===== config.mk =====
export PLATFORM = sky130hd
export DESIGN_NAME = lkbe_regs
export DESIGN_NICKNAME = d
export VERILOG_FILES = /design/src/lkbe_pkg.sv /design/src/lkbe_regs.sv
export VERILOG_INCLUDE_DIRS = /design/src /design/src/src
export SDC_FILE = /design/constraint.sdc
export NUM_CORES = 1
export LEC_CHECK = 0
export BUFFER_PORTS_ARGS = -buffer_cell sky130_fd_sc_hd__buf_2
export CAP_MARGIN = 20
export CORE_UTILIZATION = 50
export DETAILED_ROUTE_END_ITERATION = 7
export PLACE_DENSITY_LB_ADDON = 0.25
export SYNTH_ARGS = -nofsm -noshare
export SYNTH_HDL_FRONTEND = slang
export SYNTH_SLANG_ARGS = --single-unit

===== constraint.sdc =====
create_clock -name clk -period 3.55 [get_ports clk]
set_input_delay 0.71 -clock clk [delete_from_list [all_inputs] [get_ports clk]]
set_output_delay 0.71 -clock clk [all_outputs]
set_load 0.05 [all_outputs]

===== src/lkbe_cfg.svh =====
// address, bit position and value constants of the legacy keyboard block
// Summary of operation
// - output byte in low eight bits; a port 60h read returns it
// - a port 60h read clears output_buffer_full
// - full output with irq enable drives keyboard or mouse line by aux bit
// - char pending with empty output raises the emulation interrupt
// - port writes except D1h and matching gate A20 data set input full, which interrupts
// - port 60h write clears command_or_data, port 64h write sets it
// - boot flag, inhibit, timeout and parity status bits are writable
// - ports are decoded and lines driven only while emulation is on
// - read-only emulation_irq_status shows any active emulation condition
// - external enable lets controller irq inputs raise emulation irq
// - D1h written to port 64h sets sequence bit, other values clear it
// - keyboard irq input rising edge sets its seen bit; write one clears
// - mouse irq input rising edge sets its seen bit; write one clears
// - during the sequence port 60h data is compared against gate level
// - data written to port 60h or 64h is latched into input byte
// - a port 64h read returns status with no side effect
`ifndef LKBE_CFG_SVH
`define LKBE_CFG_SVH
`define LKBE_OFS_CONTROL 12'h100
`define LKBE_OFS_INPUT   12'h104
`define LKBE_OFS_OUTPUT  12'h108
`define LKBE_OFS_STATUS  12'h10C
`define LKBE_PORT_DATA   16'h0060
`define LKBE_PORT_CMD    16'h0064
`define LKBE_A20_CMD     8'hD1
`define LKBE_A20_DBIT    1
`define LKBE_ST_OBF      0
`define LKBE_ST_IBF      1
`define LKBE_ST_CMD      3
`define LKBE_ST_AUX      5
`define LKBE_CT_EMU      0
`define LKBE_CT_EIRQ     1
`define LKBE_CT_CHP      2
`define LKBE_CT_LEGACY_IRQ_ENABLE    3
`define LKBE_CT_EXT      4
`define LKBE_CT_SEQ      5
`define LKBE_CT_KSEEN    6
`define LKBE_CT_MSEEN    7
`define LKBE_CT_A20      8
`define LKBE_RST_BYTE    8'h00
`define LKBE_RST_WORD    32'h0000_0000
`endif


===== src/lkbe_pkg.sv =====
// types of the legacy keyboard emulation register block
package lkbe_pkg;
  typedef struct packed {
    logic        emu_on;
    logic        char_pend;
    logic        irq_en;
    logic        ext_en;
    logic        a20_seq;
    logic        kbd_seen;
    logic        mse_seen;
    logic        a20_lvl;
    logic [7:0]  st;
    logic [7:0]  out_byte;
    logic [7:0]  in_byte;
    logic [1:0]  kbd_sync;
    logic [1:0]  mse_sync;
    logic        kbd_prev;
    logic        mse_prev;
    logic        kbd_line;
    logic        mse_line;
    logic        emu_irq;
    logic [31:0] mem_rdata;
    logic [7:0]  io_rdata;
  } lkbe_state_s;
endpackage : lkbe_pkg


===== src/lkbe_regs.sv =====
// legacy keyboard and mouse emulation registers with port decode
`timescale 1ns/1ps
`include "lkbe_cfg.svh"
module lkbe_regs
  import lkbe_pkg::*;
(
  input  wire logic        clk,
  input  wire logic        sys_rst,
  input  wire logic [11:0] mem_addr,
  input  wire logic        mem_wr,
  input  wire logic        mem_rd,
  input  wire logic [31:0] mem_wdata,
  output logic      [31:0] mem_rdata,
  input  wire logic [15:0] io_addr,
  input  wire logic        io_wr,
  input  wire logic        io_rd,
  input  wire logic [7:0]  io_wdata,
  output logic      [7:0]  io_rdata,
  input  wire logic        kbc_kbd_irq,
  input  wire logic        kbc_mse_irq,
  output logic             keyboard_irq_line,
  output logic             mouse_irq_line,
  output logic             emu_irq
);

  lkbe_state_s s;
  lkbe_state_s n;
  logic        rd60;
  logic        rd64;
  logic        wr60;
  logic        wr64;
  logic        a20_match;
  logic        kbd_rise;
  logic        mse_rise;

  // port decode, active only while emulation is on
  assign rd60 = io_rd & s.emu_on & (io_addr == `LKBE_PORT_DATA);
  assign rd64 = io_rd & s.emu_on & (io_addr == `LKBE_PORT_CMD);
  assign wr60 = io_wr & s.emu_on & (io_addr == `LKBE_PORT_DATA);
  assign wr64 = io_wr & s.emu_on & (io_addr == `LKBE_PORT_CMD);
  // gate A20 data that matches the current level needs no emulation
  assign a20_match = s.a20_seq
                   & (io_wdata[`LKBE_A20_DBIT] == s.a20_lvl);
  // edge detect behind the two-flop synchronisers
  assign kbd_rise = s.kbd_sync[1] & ~s.kbd_prev;
  assign mse_rise = s.mse_sync[1] & ~s.mse_prev;

  // outputs straight from the state flops
  assign mem_rdata         = s.mem_rdata;
  assign io_rdata          = s.io_rdata;
  assign keyboard_irq_line = s.kbd_line;
  assign mouse_irq_line    = s.mse_line;
  assign emu_irq           = s.emu_irq;

  // next state of the whole block
  always_comb
  begin
    n = s;
    n.kbd_sync = {s.kbd_sync[0], kbc_kbd_irq};
    n.mse_sync = {s.mse_sync[0], kbc_mse_irq};
    n.kbd_prev = s.kbd_sync[1];
    n.mse_prev = s.mse_sync[1];
    // host driver writes over the memory window
    if (mem_wr && mem_addr == `LKBE_OFS_CONTROL)
    begin
      n.emu_on    = mem_wdata[`LKBE_CT_EMU];
      n.char_pend = mem_wdata[`LKBE_CT_CHP];
      n.irq_en    = mem_wdata[`LKBE_CT_LEGACY_IRQ_ENABLE];
      n.ext_en    = mem_wdata[`LKBE_CT_EXT];
      n.a20_seq   = mem_wdata[`LKBE_CT_SEQ];
      n.a20_lvl   = mem_wdata[`LKBE_CT_A20];
      if (mem_wdata[`LKBE_CT_KSEEN])
        n.kbd_seen = 1'b0;
      if (mem_wdata[`LKBE_CT_MSEEN])
        n.mse_seen = 1'b0;
    end
    else if (mem_wr && mem_addr == `LKBE_OFS_INPUT)
    begin
      n.in_byte = mem_wdata[7:0];
    end
    else if (mem_wr && mem_addr == `LKBE_OFS_OUTPUT)
    begin
      n.out_byte = mem_wdata[7:0];
    end
    else if (mem_wr && mem_addr == `LKBE_OFS_STATUS)
    begin
      n.st = mem_wdata[7:0];
    end
    // port events take priority over a same-cycle memory write
    if (rd60)
      n.st[`LKBE_ST_OBF] = 1'b0;
    if (wr64)
    begin
      n.in_byte          = io_wdata;
      n.st[`LKBE_ST_CMD] = 1'b1;
      n.a20_seq          = (io_wdata == `LKBE_A20_CMD);
      if (io_wdata != `LKBE_A20_CMD)
        n.st[`LKBE_ST_IBF] = 1'b1;
    end
    if (wr60)
    begin
      n.in_byte          = io_wdata;
      n.st[`LKBE_ST_CMD] = 1'b0;
      if (!a20_match)
        n.st[`LKBE_ST_IBF] = 1'b1;
    end
    // edges set the seen bits, winning over a clear
    if (kbd_rise)
      n.kbd_seen = 1'b1;
    if (mse_rise)
      n.mse_seen = 1'b1;
    // interrupt lines follow the next state
    n.kbd_line = n.emu_on & n.irq_en & n.st[`LKBE_ST_OBF]
               & ~n.st[`LKBE_ST_AUX];
    n.mse_line = n.emu_on & n.irq_en & n.st[`LKBE_ST_OBF]
               & n.st[`LKBE_ST_AUX];
    n.emu_irq  = (n.emu_on & ((n.char_pend & ~n.st[`LKBE_ST_OBF])
               | n.st[`LKBE_ST_IBF]))
               | (n.ext_en & (n.kbd_seen | n.mse_seen));
    // memory read data, valid the cycle after the strobe
    n.mem_rdata = `LKBE_RST_WORD;
    if (mem_rd && mem_addr == `LKBE_OFS_CONTROL)
    begin
      n.mem_rdata[`LKBE_CT_EMU]   = s.emu_on;
      n.mem_rdata[`LKBE_CT_EIRQ]  = s.emu_irq;
      n.mem_rdata[`LKBE_CT_CHP]   = s.char_pend;
      n.mem_rdata[`LKBE_CT_LEGACY_IRQ_ENABLE] = s.irq_en;
      n.mem_rdata[`LKBE_CT_EXT]   = s.ext_en;
      n.mem_rdata[`LKBE_CT_SEQ]   = s.a20_seq;
      n.mem_rdata[`LKBE_CT_KSEEN] = s.kbd_seen;
      n.mem_rdata[`LKBE_CT_MSEEN] = s.mse_seen;
      n.mem_rdata[`LKBE_CT_A20]   = s.a20_lvl;
    end
    else if (mem_rd && mem_addr == `LKBE_OFS_INPUT)
      n.mem_rdata[7:0] = s.in_byte;
    else if (mem_rd && mem_addr == `LKBE_OFS_OUTPUT)
      n.mem_rdata[7:0] = s.out_byte;
    else if (mem_rd && mem_addr == `LKBE_OFS_STATUS)
      n.mem_rdata[7:0] = s.st;
    // port read data, zero when nothing is decoded
    n.io_rdata = `LKBE_RST_BYTE;
    if (rd60)
      n.io_rdata = s.out_byte;
    else if (rd64)
      n.io_rdata = s.st;
  end

  // state register
  always_ff @(posedge clk or posedge sys_rst)
  begin
    if (sys_rst)
      s <= '0;
    else
      s <= n;
  end

  // checks on the decoded port behaviour, the interrupts and the seen bits
  a_obf_clear: assert property (@(posedge clk)
    disable iff (sys_rst)
    rd60 |=> !s.st[`LKBE_ST_OBF])
    else $error("port 60h read left output full set");
  a_data_read: assert property (@(posedge clk)
    disable iff (sys_rst)
    rd60 |=> io_rdata == $past(s.out_byte))
    else $error("port 60h read returned wrong byte");
  a_kbd_line_level: assert property (@(posedge clk)
    disable iff (sys_rst)
    keyboard_irq_line == (s.emu_on && s.irq_en && s.st[`LKBE_ST_OBF]
                          && !s.st[`LKBE_ST_AUX]))
    else $error("keyboard line does not match status");
  a_mse_line_level: assert property (@(posedge clk)
    disable iff (sys_rst)
    mouse_irq_line == (s.emu_on && s.irq_en && s.st[`LKBE_ST_OBF]
                       && s.st[`LKBE_ST_AUX]))
    else $error("mouse line does not match status");
  a_char_pend_irq: assert property (@(posedge clk)
    disable iff (sys_rst)
    (s.emu_on && s.char_pend && !s.st[`LKBE_ST_OBF]) |-> emu_irq)
    else $error("char pending did not interrupt");
  a_ibf_on_write: assert property (@(posedge clk)
    disable iff (sys_rst)
    (wr60 && !a20_match) |=> s.st[`LKBE_ST_IBF] && emu_irq)
    else $error("data write did not set input full");
  a_cmd_bit_set: assert property (@(posedge clk)
    disable iff (sys_rst)
    wr64 |=> s.st[`LKBE_ST_CMD] && s.in_byte == $past(io_wdata))
    else $error("command write did not set command bit");
  a_no_decode_off: assert property (@(posedge clk)
    disable iff (sys_rst)
    (io_rd && !s.emu_on) |=> io_rdata == `LKBE_RST_BYTE)
    else $error("port answered with emulation off");
  a_status_bit_read: assert property (@(posedge clk)
    disable iff (sys_rst)
    (mem_rd && mem_addr == `LKBE_OFS_CONTROL)
      |=> mem_rdata[`LKBE_CT_EIRQ] == $past(emu_irq))
    else $error("interrupt status bit wrong");
  a_ext_irq_raise: assert property (@(posedge clk)
    disable iff (sys_rst)
    (s.ext_en && (s.kbd_seen || s.mse_seen)) |-> emu_irq)
    else $error("external edge did not interrupt");
  a_a20_seq_set: assert property (@(posedge clk)
    disable iff (sys_rst)
    wr64 |=> s.a20_seq == ($past(io_wdata) == `LKBE_A20_CMD))
    else $error("sequence bit wrong after command");
  a_kbd_edge_seen: assert property (@(posedge clk)
    disable iff (sys_rst)
    kbd_rise |=> s.kbd_seen)
    else $error("keyboard edge lost");
  a_mse_edge_seen: assert property (@(posedge clk)
    disable iff (sys_rst)
    mse_rise |=> s.mse_seen)
    else $error("mouse edge lost");
  a_a20_match_quiet: assert property (@(posedge clk)
    disable iff (sys_rst)
    (wr60 && a20_match && !s.st[`LKBE_ST_IBF] && !mem_wr)
      |=> !s.st[`LKBE_ST_IBF])
    else $error("matching gate data set input full");
  a_status_read_pure: assert property (@(posedge clk)
    disable iff (sys_rst)
    (rd64 && !mem_wr) |=> io_rdata == $past(s.st)
      && s.st[`LKBE_ST_OBF] == $past(s.st[`LKBE_ST_OBF]))
    else $error("status read had a side effect");

  // checks on the input byte and on software-side writes
  a_input_latch: assert property (@(posedge clk)
    disable iff (sys_rst)
    wr60 |=> s.in_byte == $past(io_wdata) && !s.st[`LKBE_ST_CMD])
    else $error("data write not latched into input byte");
  a_status_write: assert property (@(posedge clk)
    disable iff (sys_rst)
    (mem_wr && mem_addr == `LKBE_OFS_STATUS && !rd60 && !wr60 && !wr64)
      |=> s.st == $past(mem_wdata[7:0]))
    else $error("status write not kept");
  a_kbd_seen_clear: assert property (@(posedge clk)
    disable iff (sys_rst)
    (mem_wr && mem_addr == `LKBE_OFS_CONTROL
      && mem_wdata[`LKBE_CT_KSEEN] && !kbd_rise) |=> !s.kbd_seen)
    else $error("keyboard seen bit not cleared");

endmodule : lkbe_regs


==> metrics.txt <==
gr usage total=20.88%; n_diodes=0; cell total after placement=364; met2 wire length=2.575 mm; Net Sw Power=355.2 uW; Worst Hold Path Cells=0; final setup fails=0; CP Class=in2reg; YS warnings=0; TritonCTS clock tree=done; drt drc=0; #FFs+latches synth=58; share of layout cells above drive strength 1=37.34%; DRT Wirelength=5.793 mm; Worst R2R Setup Slack=1.64 ns; Worst R2R Path Depth=5; Finished Layout Cells=380; Worst Setup Slack, final=1.299 ns; met3 wire length=447 um; largest net degree at the start of global routing=33; area growth from synthesis to layout=15.44%; I/O Buffers=72; uppermost layer routed=met4; post-synthesis sequential area ratio=49.89%; # clock sinks=58; total of max-cap violations=0; DP Worst Slack=1.021 ns; Slew headroom=55.87%; half-perimeter wire length after placement=4.136 mm; most frequent cells in the layout=72 x buf_2, 58 x dfrtp_1, 23 x conb_1, 15 x nand2_1, 15 x mux2i_1; Worst setup SP type=primary input; Slew Viols, Final=0; Layout Nets=379; Worst-Skew Late Latency=0.33 ns; final period utilization=63.40%; PwrDens=448.6 nW/um2; hold_sp=n[48]; cts repair resizes=0; Hold Path Class=reg2reg; Clock Skews=0.006426 ns; switching part of the total=23.58%; vias in the first global route=1876; initial antenna violation count=0; WL met1=2.674 mm; part of the power in registers=44.4%; vias=2031; gr ovfl total=0; vias per cell=5.345; fin util=60.61%; Root Driver=clkbuf_8; Final Cell Area=3358 um2; crit-path cells=buf_2, nor4_4, nand4_2, mux2i_1, a211oi_1, and2_1; commonest non-fill, non-tap cell in the layout=buf_2; # rows=27; share of total power in the clock network=47.0%; drt initial violations=132; Placed Area=3120 um2; CTS Buffer Depth=2; Critical R2R Launch=s[80]; Initial Utilization=52.51%; DRT Pass-1 Iters=5; clock slew at reported path FFs=0.07 ns; internal power=1.151 mW; Critical path origin=mem_addr[1]; Pleak=1.779 nW; Final Hold Fails=0; count of different cell masters after synthesis=37; Die Y=78.28 um; CP Data Required Time=3.82 ns; routability cong.=0.7920; first-pass GRT wire length=9.377 mm; wire per inst=15.24 um; syn avg cell area=11.97 um2; Critical Path Fanout Max=9; post-route ant nets=0; Comb power frac=8.6%; setup TNS=0 ns; CP Data Arrival Time=2.52 ns; CP Capture Type=flip-flop; hold worst-path end=n[44]; Setup Buffers After CTS=0; Gate Count Post-Synth=243; maximum vdd drop=0.0002047 V; post-cts hold buffer count=0; fin crit period=2.251 ns; Ports=119; clock buffer count from CTS=9; Mapped Area=2909 um2; chip width=78.28 um; outcome=finished clean; Slowest cell on crit path=nand4_2; H-tree levels=3; FMAX=444.3 MHz; Core ar.=5540 um2; slew at the pin with the worst max-slew slack=0.6610 ns; Reg2Reg Capture Point=emu_irq; CP peak stage delay=0.48 ns; unrepaired setup endpoints after global routing=no; die area=6127 um2
## cells in the mapped netlist (all sizes together)
master   instances  area, um2
dfrtp           58       1451
buf             44      325.3
mux2i           15      150.1
nand2           15      56.30
a21oi           11      55.05
mux2            11      123.9
a22o            10      87.58
nor2            10      37.54
inv              9      33.78
nor2b            9      56.30
mux4             8      180.2
and2             5      31.28
nand4            5      43.79
nor4b            4      50.05
clkbuf           3      11.26
nor3b            3      33.78
nor4             3      33.78
a21o             2      15.01
and3             2      12.51
and4             2      17.52
nand3            2      10.01
o21ai            2      10.01
a211oi           1      7.510
a222oi           1      10.01
a41oi            1      8.760
and3b            1      8.760
conb             1      3.750
nor4bb           1      10.01
o21a             1      7.510
o221ai           1      8.760
o2bb2ai          1      8.760
xnor2            1      8.760
## power by group through the flow
| stage | combinational [mW] | clock, mW | sequential (mW) |
|---|---|---|---|
| after floorplan | 0.105 | 0 | 0.680 |
| after global placement | 0.130 | 0 | 0.681 |
| after detailed placement | 0.131 | 0 | 0.681 |
| after CTS | 0.131 | 0.718 | 0.668 |
| after global routing | 0.140 | 0.753 | 0.668 |
| final | 0.130 | 0.708 | 0.669 |
## critical path, delay by kind of cell
| family | cells | cell delay [ns] |
|---|---|---|
| AO/OA/AOI/OAI | 1 | 0.33 |
| multiplexers | 1 | 0.25 |
| AND/OR/NAND/NOR | 3 | 1.11 |
| buffers and inverters | 1 | 0.11 |
## routing by layer
metal  vias up  global-route usage (%)
met4         0                   10.00
met5         -                       0
met1       975                   30.30
li1        921                       -
met3        10                   3.837
met2       125                   30.26
## metrics by stage
| step | power [mW] | hold slack [ns] |
|---|---|---|
| final | 1.507 | 0.3502 |
| after detailed placement | 0.8114 | 0.3378 |
| after CTS | 1.518 | 0.3526 |
| after global routing | 1.561 | 0.3645 |
| after global placement | 0.8102 | 0.3359 |
| after floorplan | 0.7848 | 0.3312 |
## state kept, by name (all words and copies together) (netlist names)
register,count
s,34
mouse_irq_line,1
n,4
io_rdata,8
mem_rdata,9
keyboard_irq_line,1
emu_irq,1
## layout make-up
| class | instances | area, um2 |
|---|---|---|
| Tap cell | 72 | 90.09 |
| Clock inverter | 4 | 72.57 |
| Inverter | 9 | 33.78 |
| Multi-Input combinational cell | 151 | 1170 |
| Clock buffer | 12 | 165.2 |
| Fill cell | 488 | 2182 |
| Sequential cell | 58 | 1451 |
| Timing Repair Buffer | 74 | 375.4 |
## kinds of logic after synthesis
family	share of synthesized area, %
flip-flops	49.89
AO/OA/AOI/OAI	7.527
AND/OR/NAND/NOR	13.81
other	0.1289
buffers and inverters	12.73
multiplexers	15.61
XOR/XNOR	0.3011
## worst max-delay path by stage
| stage | end | slack (ns) | depth (start not counted) |
|---|---|---|---|
| after CTS | mouse_irq_line | 1.37 | 6 |
| final | mouse_irq_line | 1.30 | 6 |
| after detailed placement | mouse_irq_line | 1.02 | 6 |
| after global routing | mouse_irq_line | 1.11 | 6 |
| after global placement | mouse_irq_line | 1.05 | 6 |
| after floorplan | emu_irq | 1.41 | 1 |
Power figures use the tool's default switching activity.
